## config.mk

```make
export PLATFORM = sky130hd
export DESIGN_NAME = lbis_device_flat
export DESIGN_NICKNAME = d
export VERILOG_FILES = /design/src/lbis_pkg.sv /design/src/lbis_if.sv /design/src/lbis_device.sv /design/src/flat_wrapper.sv
export SDC_FILE = /design/constraint.sdc
export NUM_CORES = 1
export LEC_CHECK = 0
export BUFFER_PORTS_ARGS = -buffer_cell sky130_fd_sc_hd__buf_4
export CAP_MARGIN = 20
export CORE_ASPECT_RATIO = 0.7
export CORE_MARGIN = 2
export CORE_UTILIZATION = 45
export DETAILED_ROUTE_END_ITERATION = 6
export PLACE_DENSITY = 0.84
export SETUP_SLACK_MARGIN = 0.02
export SYNTH_ARGS = -nofsm -noshare
export SYNTH_HDL_FRONTEND = slang
export SYNTH_SLANG_ARGS = --single-unit
```

## constraint.sdc

```tcl
create_clock -name mclk_i -period 2.1 [get_ports mclk_i]
set_input_delay 0 -clock mclk_i [delete_from_list [all_inputs] [get_ports mclk_i]]
set_output_delay 0 -clock mclk_i [all_outputs]
set_load 0.02 [all_outputs]
```

## src/lbis_pkg.sv

```systemverilog
// package for the local bus slave port with processor dma handshake
// assumes one local bus clock shared by both ends
package lbis_pkg;
  // image select values
  localparam logic        LBIS_IMAGE0        = 1'b0;
  localparam logic        LBIS_IMAGE1        = 1'b1;
  // burst alignment: low address bits that must be zero (16-byte)
  localparam int          LBIS_ALIGN_BITS    = 4;
  // wait states inserted for an unaligned burst start
  localparam logic [3:0]  LBIS_UNALIGN_WAITS = 4'h1;
  // transfer code width
  localparam int          LBIS_TC_W          = 4;
  // reset values of active-low outputs
  localparam logic        LBIS_NEG           = 1'b1;
  // access kinds seen by the user side of the device
  typedef enum logic [1:0] {
    LBIS_ACC_NONE, LBIS_ACC_REG, LBIS_ACC_IMG0, LBIS_ACC_IMG1
  } lbis_acc_type;
endpackage

```

## src/lbis_if.sv

```systemverilog
// interface joining the bridge end and the processor end of the local bus
// assumes the bench supplies mclk_i; every signal is a plain driven wire
interface lbis_if (
  input wire logic mclk_i
);
  import lbis_pkg::*;
  // access controls, driven by the processor
  logic                 register_select_n;
  logic                 pci_window_select_n;
  logic                 image_select;
  logic                 transfer_start_n;
  logic                 burst;
  logic                 rd_wr_n;
  logic [31:0]          addr;
  logic [31:0]          wdata;
  logic                 end_of_transfer_n;
  // dma handshake
  logic                 dma_request_n;
  logic                 dma_acknowledge_n;
  logic                 dual_address;
  logic [LBIS_TC_W-1:0] transfer_code;
  // termination: device drives ta in normal and dual dma, host in single dma
  logic                 dev_ta_n;
  logic                 host_ta_n;
  logic                 transfer_error_ack_n;
  logic                 transfer_retry_n;
  logic [31:0]          rdata;
  // arbitration
  logic                 bus_request_n;
  logic                 bus_grant_n;
  logic                 dev_bb_n;
  logic                 host_bb_n;
  logic                 bus_grant_ack_n;
  // wired-and of the two busy drivers and the two ack drivers
  wire bus_busy_n             = dev_bb_n & host_bb_n;
  wire transfer_acknowledge_n = dev_ta_n & host_ta_n;

  modport device (
    input  register_select_n, pci_window_select_n, image_select, transfer_start_n,
    input  burst, rd_wr_n, addr, wdata, end_of_transfer_n, dma_acknowledge_n,
    input  dual_address, transfer_code, host_ta_n, transfer_error_ack_n,
    input  transfer_retry_n, bus_grant_n, host_bb_n, bus_grant_ack_n, bus_busy_n,
    output dma_request_n, dev_ta_n, rdata, bus_request_n, dev_bb_n
  );
  modport host (
    output register_select_n, pci_window_select_n, image_select, transfer_start_n,
    output burst, rd_wr_n, addr, wdata, end_of_transfer_n, dma_acknowledge_n,
    output dual_address, transfer_code, host_ta_n, transfer_error_ack_n,
    output transfer_retry_n, bus_grant_n, host_bb_n, bus_grant_ack_n,
    input  dma_request_n, dev_ta_n, rdata, bus_request_n, dev_bb_n, bus_busy_n
  );
endinterface

```

## src/lbis_device.sv

```systemverilog
// bridge end of the local bus: slave decode, bus ownership, dma handshake
// assumes all local bus inputs are synchronous to mclk_i
// Overview of operation
// two chip selects: registers versus pci window
// image select low picks image 0, else 1
// take bus only after busy/grant-ack negate
// unaligned burst start inserts wait states
// dma: drive request, ack per address mode
// address never decoded during dma transfers
// end-of-transfer input ignored during dma
// dual-address dma always ends with acknowledge
// sample and drive only on rising clock
module lbis_device
  import lbis_pkg::*;
#(
  parameter logic [3:0] UNALIGN_WAITS = LBIS_UNALIGN_WAITS
) (
  // clock, reset, enable
  input  wire logic          mclk_i,
  input  wire logic          sys_rst_i,
  input  wire logic          clk_en_i,
  // local bus
  lbis_if.device             bus,
  // user side: slave accesses
  output lbis_acc_type       acc_kind_o,
  output logic               acc_valid_o,
  output logic [31:0]        acc_addr_o,
  output logic [31:0]        acc_wdata_o,
  output logic               acc_write_o,
  input  wire logic [31:0]   acc_rdata_i,
  // user side: mastership and dma
  input  wire logic          own_req_i,
  output logic               own_granted_o,
  input  wire logic          dma_want_i,
  output logic               dma_beat_o,
  output logic               dma_error_o,
  output logic               dma_retry_o,
  output logic [LBIS_TC_W-1:0] dma_code_o
);
  typedef enum logic [2:0] {S_IDLE, S_WAIT, S_ACK, S_DMA} lbis_slv_type;
  typedef enum logic [1:0] {A_IDLE, A_REQ, A_WAITFREE, A_OWN} lbis_arb_type;

  lbis_slv_type  st_reg, st_next;
  lbis_arb_type  arb_reg, arb_next;
  logic [3:0]    wait_reg, wait_next;
  lbis_acc_type  kind_reg, kind_next;
  logic          valid_reg, valid_next;
  logic [31:0]   addr_reg, addr_next, wd_reg, wd_next, rd_reg, rd_next;
  logic          wr_reg, wr_next, ta_reg, ta_next, dma_request_n_reg, dma_request_n_next;
  logic          breq_reg, breq_next, bb_reg, bb_next, own_reg, own_next;
  logic          beat_reg, beat_next, err_reg, err_next, rty_reg, rty_next;
  logic [LBIS_TC_W-1:0] code_reg, code_next;
  logic          dma_cycle;

  ////////////////////////////////////////////////////////////////////////////
  // slave decode and dma handshake
  // dma cycle is marked by acknowledge, not by address
  assign dma_cycle = ~bus.dma_acknowledge_n & ~bus.transfer_start_n;

  always_comb begin
    st_next    = st_reg;
    wait_next  = wait_reg;
    kind_next  = kind_reg;
    valid_next = 1'b0;
    addr_next  = addr_reg;
    wd_next    = wd_reg;
    wr_next    = wr_reg;
    rd_next    = rd_reg;
    ta_next    = LBIS_NEG;
    beat_next  = 1'b0;
    err_next   = 1'b0;
    rty_next   = 1'b0;
    code_next  = code_reg;
    dma_request_n_next  = ~dma_want_i; // request line driven by device
    // end_of_transfer_n is never read, so it cannot alter dma
    case (st_reg)
      S_IDLE: begin
        if (dma_cycle) begin
          st_next = S_DMA; // address bus left unexamined
          if (bus.dual_address) begin
            code_next = bus.transfer_code; // code only in dual mode
            ta_next   = 1'b0; // normal ack, never retry or error
            beat_next = 1'b1;
          end
        end else if (!bus.transfer_start_n && (!bus.register_select_n ||
                     !bus.pci_window_select_n)) begin
          // register select wins over window select
          if (!bus.register_select_n)
            kind_next = LBIS_ACC_REG;
          else if (bus.image_select == LBIS_IMAGE0)
            kind_next = LBIS_ACC_IMG0;
          else
            kind_next = LBIS_ACC_IMG1;
          addr_next  = bus.addr;
          wd_next    = bus.wdata;
          wr_next    = ~bus.rd_wr_n;
          valid_next = 1'b1;
          // unaligned burst start costs wait states
          if (bus.burst && (bus.addr[LBIS_ALIGN_BITS-1:0] != '0)) begin
            wait_next = UNALIGN_WAITS;
            st_next   = S_WAIT;
          end else begin
            st_next = S_ACK;
          end
        end
      end
      S_WAIT: begin
        wait_next = wait_reg - 4'h1;
        if (wait_reg <= 4'h1)
          st_next = S_ACK;
      end
      S_ACK: begin
        // one cycle of latency so user read data is registered first
        rd_next = acc_rdata_i;
        ta_next = 1'b0;
        if (!bus.burst || bus.transfer_start_n)
          st_next = S_IDLE;
      end
      S_DMA: begin
        if (bus.dual_address) begin
          st_next = S_IDLE;
        end else begin
          // single mode: the memory side terminates, device samples
          if (!bus.host_ta_n || !bus.transfer_error_ack_n || !bus.transfer_retry_n) begin
            beat_next = ~bus.host_ta_n;
            err_next  = ~bus.transfer_error_ack_n;
            rty_next  = ~bus.transfer_retry_n;
            st_next   = S_IDLE;
          end
        end
      end
      default: st_next = S_IDLE;
    endcase
  end

  // all sampling and driving on the rising clock edge
  always_ff @(posedge mclk_i) begin
    if (sys_rst_i) begin
      st_reg    <= S_IDLE;
      wait_reg  <= 4'h0;
      kind_reg  <= LBIS_ACC_NONE;
      valid_reg <= 1'b0;
      addr_reg  <= 32'h0;
      wd_reg    <= 32'h0;
      wr_reg    <= 1'b0;
      rd_reg    <= 32'h0;
      ta_reg    <= LBIS_NEG;
      dma_request_n_reg  <= LBIS_NEG;
      beat_reg  <= 1'b0;
      err_reg   <= 1'b0;
      rty_reg   <= 1'b0;
      code_reg  <= '0;
    end else if (clk_en_i) begin
      st_reg    <= st_next;
      wait_reg  <= wait_next;
      kind_reg  <= kind_next;
      valid_reg <= valid_next;
      addr_reg  <= addr_next;
      wd_reg    <= wd_next;
      wr_reg    <= wr_next;
      rd_reg    <= rd_next;
      ta_reg    <= ta_next;
      dma_request_n_reg  <= dma_request_n_next;
      beat_reg  <= beat_next;
      err_reg   <= err_next;
      rty_reg   <= rty_next;
      code_reg  <= code_next;
    end
  end

  ////////////////////////////////////////////////////////////////////////////
  // bus ownership hand-over
  always_comb begin
    arb_next  = arb_reg;
    breq_next = breq_reg;
    bb_next   = bb_reg;
    own_next  = own_reg;
    case (arb_reg)
      A_IDLE: if (own_req_i) begin
        breq_next = 1'b0;
        arb_next  = A_REQ;
      end
      A_REQ: if (!bus.bus_grant_n)
        arb_next = A_WAITFREE;
      A_WAITFREE: begin
        // wait for the current owner to release both signals
        if (bus.host_bb_n && bus.bus_grant_ack_n) begin
          bb_next   = 1'b0;
          own_next  = 1'b1;
          breq_next = LBIS_NEG;
          arb_next  = A_OWN;
        end
      end
      A_OWN: if (!own_req_i) begin
        bb_next  = LBIS_NEG;
        own_next = 1'b0;
        arb_next = A_IDLE;
      end
      default: arb_next = A_IDLE;
    endcase
  end

  always_ff @(posedge mclk_i) begin
    if (sys_rst_i) begin
      arb_reg  <= A_IDLE;
      breq_reg <= LBIS_NEG;
      bb_reg   <= LBIS_NEG;
      own_reg  <= 1'b0;
    end else if (clk_en_i) begin
      arb_reg  <= arb_next;
      breq_reg <= breq_next;
      bb_reg   <= bb_next;
      own_reg  <= own_next;
    end
  end

  ////////////////////////////////////////////////////////////////////////////
  // outputs straight from flip-flops
  assign bus.dma_request_n = dma_request_n_reg;
  assign bus.dev_ta_n      = ta_reg;
  assign bus.rdata         = rd_reg;
  assign bus.bus_request_n = breq_reg;
  assign bus.dev_bb_n      = bb_reg;
  assign acc_kind_o        = kind_reg;
  assign acc_valid_o       = valid_reg;
  assign acc_addr_o        = addr_reg;
  assign acc_wdata_o       = wd_reg;
  assign acc_write_o       = wr_reg;
  assign own_granted_o     = own_reg;
  assign dma_beat_o        = beat_reg;
  assign dma_error_o       = err_reg;
  assign dma_retry_o       = rty_reg;
  assign dma_code_o        = code_reg;
endmodule

```

## src/flat_wrapper.sv

```systemverilog
// flat-port wrapper written by rule: the top's interface ports become plain ports
module lbis_device_flat import lbis_pkg::*;
#(
  parameter logic [3:0] UNALIGN_WAITS = LBIS_UNALIGN_WAITS
)
  (mclk_i, sys_rst_i, clk_en_i, acc_kind_o, acc_valid_o, acc_addr_o, acc_wdata_o, acc_write_o, acc_rdata_i, own_req_i, own_granted_o, dma_want_i, dma_beat_o, dma_error_o, dma_retry_o, dma_code_o, bus_register_select_n, bus_pci_window_select_n, bus_image_select, bus_transfer_start_n, bus_burst, bus_rd_wr_n, bus_addr, bus_wdata, bus_end_of_transfer_n, bus_dma_acknowledge_n, bus_dual_address, bus_transfer_code, bus_host_ta_n, bus_transfer_error_ack_n, bus_transfer_retry_n, bus_bus_grant_n, bus_host_bb_n, bus_bus_grant_ack_n, bus_dma_request_n, bus_dev_ta_n, bus_rdata, bus_bus_request_n, bus_dev_bb_n);
  lbis_if bus_i (.mclk_i(mclk_i));
  input  wire logic mclk_i;
  input  wire logic sys_rst_i;
  input  wire logic clk_en_i;
  output lbis_acc_type acc_kind_o;
  output logic acc_valid_o;
  output logic [31:0] acc_addr_o;
  output logic [31:0] acc_wdata_o;
  output logic acc_write_o;
  input  wire logic [31:0] acc_rdata_i;
  input  wire logic own_req_i;
  output logic own_granted_o;
  input  wire logic dma_want_i;
  output logic dma_beat_o;
  output logic dma_error_o;
  output logic dma_retry_o;
  output logic [LBIS_TC_W-1:0] dma_code_o;
  input wire logic [$bits(bus_i.register_select_n)-1:0] bus_register_select_n;
  input wire logic [$bits(bus_i.pci_window_select_n)-1:0] bus_pci_window_select_n;
  input wire logic [$bits(bus_i.image_select)-1:0] bus_image_select;
  input wire logic [$bits(bus_i.transfer_start_n)-1:0] bus_transfer_start_n;
  input wire logic [$bits(bus_i.burst)-1:0] bus_burst;
  input wire logic [$bits(bus_i.rd_wr_n)-1:0] bus_rd_wr_n;
  input wire logic [$bits(bus_i.addr)-1:0] bus_addr;
  input wire logic [$bits(bus_i.wdata)-1:0] bus_wdata;
  input wire logic [$bits(bus_i.end_of_transfer_n)-1:0] bus_end_of_transfer_n;
  input wire logic [$bits(bus_i.dma_acknowledge_n)-1:0] bus_dma_acknowledge_n;
  input wire logic [$bits(bus_i.dual_address)-1:0] bus_dual_address;
  input wire logic [$bits(bus_i.transfer_code)-1:0] bus_transfer_code;
  input wire logic [$bits(bus_i.host_ta_n)-1:0] bus_host_ta_n;
  input wire logic [$bits(bus_i.transfer_error_ack_n)-1:0] bus_transfer_error_ack_n;
  input wire logic [$bits(bus_i.transfer_retry_n)-1:0] bus_transfer_retry_n;
  input wire logic [$bits(bus_i.bus_grant_n)-1:0] bus_bus_grant_n;
  input wire logic [$bits(bus_i.host_bb_n)-1:0] bus_host_bb_n;
  input wire logic [$bits(bus_i.bus_grant_ack_n)-1:0] bus_bus_grant_ack_n;
  output wire logic [$bits(bus_i.dma_request_n)-1:0] bus_dma_request_n;
  output wire logic [$bits(bus_i.dev_ta_n)-1:0] bus_dev_ta_n;
  output wire logic [$bits(bus_i.rdata)-1:0] bus_rdata;
  output wire logic [$bits(bus_i.bus_request_n)-1:0] bus_bus_request_n;
  output wire logic [$bits(bus_i.dev_bb_n)-1:0] bus_dev_bb_n;
  assign bus_i.register_select_n = bus_register_select_n;
  assign bus_i.pci_window_select_n = bus_pci_window_select_n;
  assign bus_i.image_select = bus_image_select;
  assign bus_i.transfer_start_n = bus_transfer_start_n;
  assign bus_i.burst = bus_burst;
  assign bus_i.rd_wr_n = bus_rd_wr_n;
  assign bus_i.addr = bus_addr;
  assign bus_i.wdata = bus_wdata;
  assign bus_i.end_of_transfer_n = bus_end_of_transfer_n;
  assign bus_i.dma_acknowledge_n = bus_dma_acknowledge_n;
  assign bus_i.dual_address = bus_dual_address;
  assign bus_i.transfer_code = bus_transfer_code;
  assign bus_i.host_ta_n = bus_host_ta_n;
  assign bus_i.transfer_error_ack_n = bus_transfer_error_ack_n;
  assign bus_i.transfer_retry_n = bus_transfer_retry_n;
  assign bus_i.bus_grant_n = bus_bus_grant_n;
  assign bus_i.host_bb_n = bus_host_bb_n;
  assign bus_i.bus_grant_ack_n = bus_bus_grant_ack_n;
  assign bus_dma_request_n = bus_i.dma_request_n;
  assign bus_dev_ta_n = bus_i.dev_ta_n;
  assign bus_rdata = bus_i.rdata;
  assign bus_bus_request_n = bus_i.bus_request_n;
  assign bus_dev_bb_n = bus_i.dev_bb_n;
  lbis_device #(.UNALIGN_WAITS(UNALIGN_WAITS)) u_core (.mclk_i(mclk_i), .sys_rst_i(sys_rst_i), .clk_en_i(clk_en_i), .bus(bus_i), .acc_kind_o(acc_kind_o), .acc_valid_o(acc_valid_o), .acc_addr_o(acc_addr_o), .acc_wdata_o(acc_wdata_o), .acc_write_o(acc_write_o), .acc_rdata_i(acc_rdata_i), .own_req_i(own_req_i), .own_granted_o(own_granted_o), .dma_want_i(dma_want_i), .dma_beat_o(dma_beat_o), .dma_error_o(dma_error_o), .dma_retry_o(dma_retry_o), .dma_code_o(dma_code_o));
endmodule
```

After elaboration in Yosys (flattened, before gate mapping)
Cells that the tools add are included.
Storage, ports and cells
  register bits after elaboration: 121
  bits in latches: 0
  memory bits (writable): 0
  memory bits (read-only): 0
  output and inout bits: 112
  logic and storage cells: 118
  memories kept: 0
Cells by class
  add/sub/neg operators: 1
  multiply operators: 0
  div/mod/pow operators: 0
  magnitude comparators: 1
  equal/unequal tests: 17
  shift-type cells: 0
  mux-type cells: 44
  bitwise operators: 9
  reductions and logical operators: 28
Operators by type and width (number)
  2-to-1 mux 1 bit: 21
  2-to-1 mux 3 bit: 6
  AND reduction 4 bit: 4
  AND reduction 5 bit: 3
  2-to-1 mux 2 bit: 6
  2-to-1 mux 4 bit: 3
  one-hot mux 3 bit (4 select lines): 1
  != test 2 x 1 -> 1 bit, second input constant: 5
  one-hot mux 1 bit (2 select lines): 5
  != test 2 bit, second input constant: 4
  NOT 1 bit: 8
  one-hot mux 2 bit (4 select lines): 1
  one-hot mux 4 bit (2 select lines): 1
  zero test 1 bit: 7
  == test 3 x 2 -> 1 bit, second input constant: 2
  nonzero test 2 bit: 3
  == test 2 bit, second input constant: 2
  <= comparator 4 x 1 -> 1 bit, second input constant: 1
  logical OR 1 bit: 4
  nonzero test 4 bit: 1
  subtractor 4 x 1 -> 4 bit, second input constant: 1
  == test 3 x 1 -> 1 bit, second input constant: 1
  logical AND 1 bit: 3
  zero test 3 bit: 1
  6 further kinds: 6

Longest topological paths before layout
  word-level depth: 6
  mapped depth: 9
  gate-level depth less buffers: 6

Worst setup path after synthesis
No wires, ideal clock.
  path type: register -> register
  from: register u_core.st_reg[0]
  to: register u_core.addr_reg[23] (netlist: u_core.acc_addr_o[23])
  library setup time: 132 ps
  arrival time: 1559 ps
  data required time: 1968 ps
  path slack: 408 ps
  stages on the path, launching flop included: 10
  clock period less this slack: 1692 ps
  cell sequence: dfxtp_1 inv_1 ha_1 nand2b_1 or3_1 clkbuf_1 buf_6 buf_6 nand2_1 a21oi_1
On the way
  longest elaborated chain between the ends: 2
Ends and longest elaborated chain
  start, declared: RTL line lbis_device.sv:43  | lbis_slv_type st_reg, st_next;
  start signal, assigned: RTL line lbis_device.sv:154  | st_reg <= st_next;
  zero test 3 bit: RTL line lbis_device.sv:76  | case (st_reg)
  AND reduction 4 bit (no line)
  end signal, assigned: RTL line lbis_device.sv:158  | addr_reg <= addr_next;
  end, declared: RTL line lbis_device.sv:48  | logic [31:0] addr_reg, addr_next, wd_reg, wd_next, rd_reg, rd_next;
No other way between the ends.
A chain may end at the register's enable or synchronous reset.

Worst setup path after layout
  from: register u_core.st_reg[0]
  to: register u_core.code_reg[0] (netlist: u_core.dma_code_o[0])
On the way
  longest elaborated chain between the ends: 2
Ends and longest elaborated chain
  zero test 3 bit: RTL line lbis_device.sv:76
  AND reduction 4 bit (no line)
  end signal, assigned: RTL line lbis_device.sv:167  | code_reg <= code_next;
  end, declared: RTL line lbis_device.sv:52  | logic [LBIS_TC_W-1:0] code_reg, code_next;
No other way between the ends.

==> flow_summary_export.csv <==
group,metric,value,unit
power_and_ir_drop,p_leak,3.496,nW
sta,skew,0.007040,ns
drt,drt_wl_total,17660,microns
critical_path,startpoint_type,"flip-flop",
place,place_congestion,0.8408,
clocking,clock_path_buffers,2,
logic_synthesis,synth_seq_cells,120,
global_routing,grt_use_total,0.3111,
logic_synthesis,synthFlopType,"dfxtp_1",
sta,hold_viol,0,
floorplanning,die_height,88.38,microns
logic_synthesis,synth_area_leaders,"dfxtp_1 52%, nand2_1 17%, a21oi_1 11%, ha_1 3.0%, clkbuf_1 2.0%",
critical_path,criticalPathCategory,"flip-flop to flip-flop",
logic_synthesis,synth_fp_nets,699,
global_routing,grt_pass1_wl,27190,microns
finish,syn_to_final_growth,77.61,%
power_and_ir_drop,ir_worst_vdd,0.6563,mV
place,portBuffers,230,
critical_path,critPathRequiredTime,2.42,ns
sta,relSlewSlack,0.5774,
clocking,numClockSinks,120,
drt,dr_total_vias,5434,
floorplanning,dieArea,11010,sq um
floorplanning,std_cell_rows,30,
finish,drive_gt1_frac,0.3020,
power_and_ir_drop,p_per_area,774.9,nW/um^2
logic_synthesis,yosys_warnings,0,
logic_synthesis,synth_edf_count,0,
critical_path,worstSetupStartpoint,"u_core.st_reg[0]",
clocking,cts_tree,"built",
critical_path,setup.worst_path.end,"u_core.dma_code_o[0]",
critical_path,timing.rr.end,"u_core.dma_code_o[0]",
finish,final_common_cell,"buf_4",
place,dpl_cell_area,6380,sq um
finish,layout_common_cells,"234 x buf_4, 211 x nand2_1, 120 x dfxtp_1",
critical_path,critical_path.top_delay_family,"buffers and inverters",
critical_path,r2r_slack,0.17,ns
drt,drt_iter0_markers,332,
clocking,worstSkewPairLatency,0.40,ns
sta,rsz0062_at_grt,"false",
critical_path,timing.rr.start,"u_core.st_reg[0]",
logic_synthesis,synth-async-reset-ratio,0,
sta,layout_min_cycle_time,1.927,ns
sta,drv_slew,0,
sta,fin_crit_sh,0.9174,
clocking,post-cts-setup-buffers,0,
clocking,clockRootBuffer,"clkbuf_16",
critical_path,crit_chain,"inv_1 > ha_1 > and4bb_2 > nand3_1 > dlygate4sd3_1 > a21oi_1",
critical_path,path_depth,6,
critical_path,worstRegToRegCells,6,
floorplanning,fp.dieW,124.5,microns
place,dp_slack,0.1950,ns
critical_path,slowest_delay,0.58,ns
sta,finalWorstSetupSlack,0.1735,ns
logic_synthesis,yosysSeqAreaShare,0.5249,
global_routing,antenna_found_initial,0,
outcome,status,"complete, no violations",
hold_path,hold_path.class,"primary input to flip-flop",
drt,wire_per_inst,16.93,microns
logic_synthesis,synthCells,568,
critical_path,crit_slowest_cell,"dlygate4sd3_1",
finish,fin_nets,1032,
drt,vias_per_cell,5.210,
place,dp_hpwl,9647,microns
critical_path,crit_buf_inv,2,
floorplanning,start_util,0.4672,
drt,final_antenna_net_count,0,
job,drv_cap,0,
critical_path,endpoint_kind,"flip-flop",
sta,setup_viol,0,
floorplanning,fp.coreArea,9797,sq um
logic_synthesis,netlist_area,4577,sq um
sta,worstMarginPinSlew,0.6270,ns
logic_synthesis,synth_top_area_cell,"dfxtp_1",
critical_path,path_max_fanout,7,
hold_path,worstHoldPathCells,3,
clocking,htree_levels,4,
clocking,cts_made_buffers,17,
floorplanning,io_pins,232,
logic_synthesis,synth_top_area_frac,0.5249,
drt,drt-pass1-iter-count,5,
sta,fmax,0.5191,GHz
logic_synthesis,ys_types,40,
logic_synthesis,post_synth.cell_area_avg,8.058,sq um
finish,finalInstanceArea,8129,sq um
global_routing,grt_max_degree,74,
global_routing,grt-ovfl-total,0,
critical_path,cp.arrival,2.25,ns
global_routing,grt_pass1_vias,5515,
clocking,path_clk_slew,0.05,ns
drt,drc,0,
sta,finalSetupTns,0,ns
## worst min path at each step
| stage | from | end | slack (ns) |
|---|---|---|---|
| after floorplan | bus_rd_wr_n | u_core.acc_write_o | 0.1 |
| after detailed placement | bus_rd_wr_n | u_core.acc_write_o | 0.19 |
| after global placement | bus_rd_wr_n | u_core.acc_write_o | 0.18 |
| after CTS | clk_en_i | u_core.dma_error_o | 0.008 |
| final | clk_en_i | u_core.dma_retry_o | 0.02 |
| after global routing | clk_en_i | u_core.dma_retry_o | 0.03 |
## final cells by class
| class | count | area, sq um |
|---|---|---|
| diodes | 1 | 2.502 |
| clock buffers | 19 | 442.9 |
| well taps | 128 | 160.2 |
| fillers | 519 | 1668 |
| repair buffers | 351 | 2958 |
| inverters | 13 | 48.80 |
| multi-input cells | 398 | 1961 |
| flip-flops and latches | 120 | 2402 |
| clock inverters | 13 | 153.9 |
## tightest hold or removal path, cell delays in order
cell and delay (ns):
buf_4 0.20, mux2i_1 0.10, nor2_1 0.08
## routing by layer
metal | up-vias | wire [microns] | track usage
met2 | 298 | 9022 | 0.5643
met1 | 2545 | 6587 | 0.3390
met3 | 64 | 1386 | 0.09432
met4 | 0 | 662 | 0.1563
met5 | - | 0 | 0
li1 | 2527 | - | -
## stage by stage
stage                       util  total power, mW  cells  hold WS [ns]
after floorplan                -            2.819    568       0.09572
after global placement    0.6512            3.167    896        0.1802
after detailed placement  0.6512            3.194    896        0.1945
after CTS                 0.8286            6.274   1042      0.007734
after global routing      0.8295            6.491   1042       0.03427
final                     0.8298            6.299   1043       0.01522
## power breakdown
part / total, mW / switching (mW) / internal [mW] / leakage (nW)
clock network: 2.94 / 1.05 / 1.89 / 0.296
logic: 0.939 / 0.458 / 0.481 / 2.23
registers: 2.42 / 0.0569 / 2.36 / 0.972
total: 6.30 / 1.56 / 4.73 / 3.50
## cell usage after synthesis, types with 2 or more instances
library cell and count:
a211o_1 2, a211oi_1 4, a21oi_1 105, a31oi_1 3, buf_1 3, buf_2 4, buf_4 2, buf_6 4
clkbuf_1 24, dfxtp_1 120, ha_1 11, inv_1 13, mux2i_1 5, nand2_1 211, nand2b_1 4, nand3_1 5
nand3b_1 2, nor2_1 15, nor3_1 4, o21ai_0 5, o41ai_1 2, or3_1 2
## cell families (layout without fill, tap and decap cells)
kind of cell / Yosys count / in the layout / synth area share
and+or+nand+nor: 251 / 251 / 0.2206
AOI/OAI and AO/OA: 130 / 130 / 0.1607
DFF: 120 / 120 / 0.5249
buffers and inverters: 50 / 396 / 0.05030
adders and majority gates: 11 / 11 / 0.03007
muxes: 6 / 6 / 0.01340
other: 0 / 1 / 0
## timing repair
| action | 4_1_cts | 5_1_grt |
|---|---|---|
| hold endpoints to repair | 110 | 0 |
| hold buffers | 114 | 0 |
| endpoints found under the setup margin | 0 | 4 |
| gates resized for setup | 0 | 2 |
No activity file was read; power rests on OpenSTA's default activity.
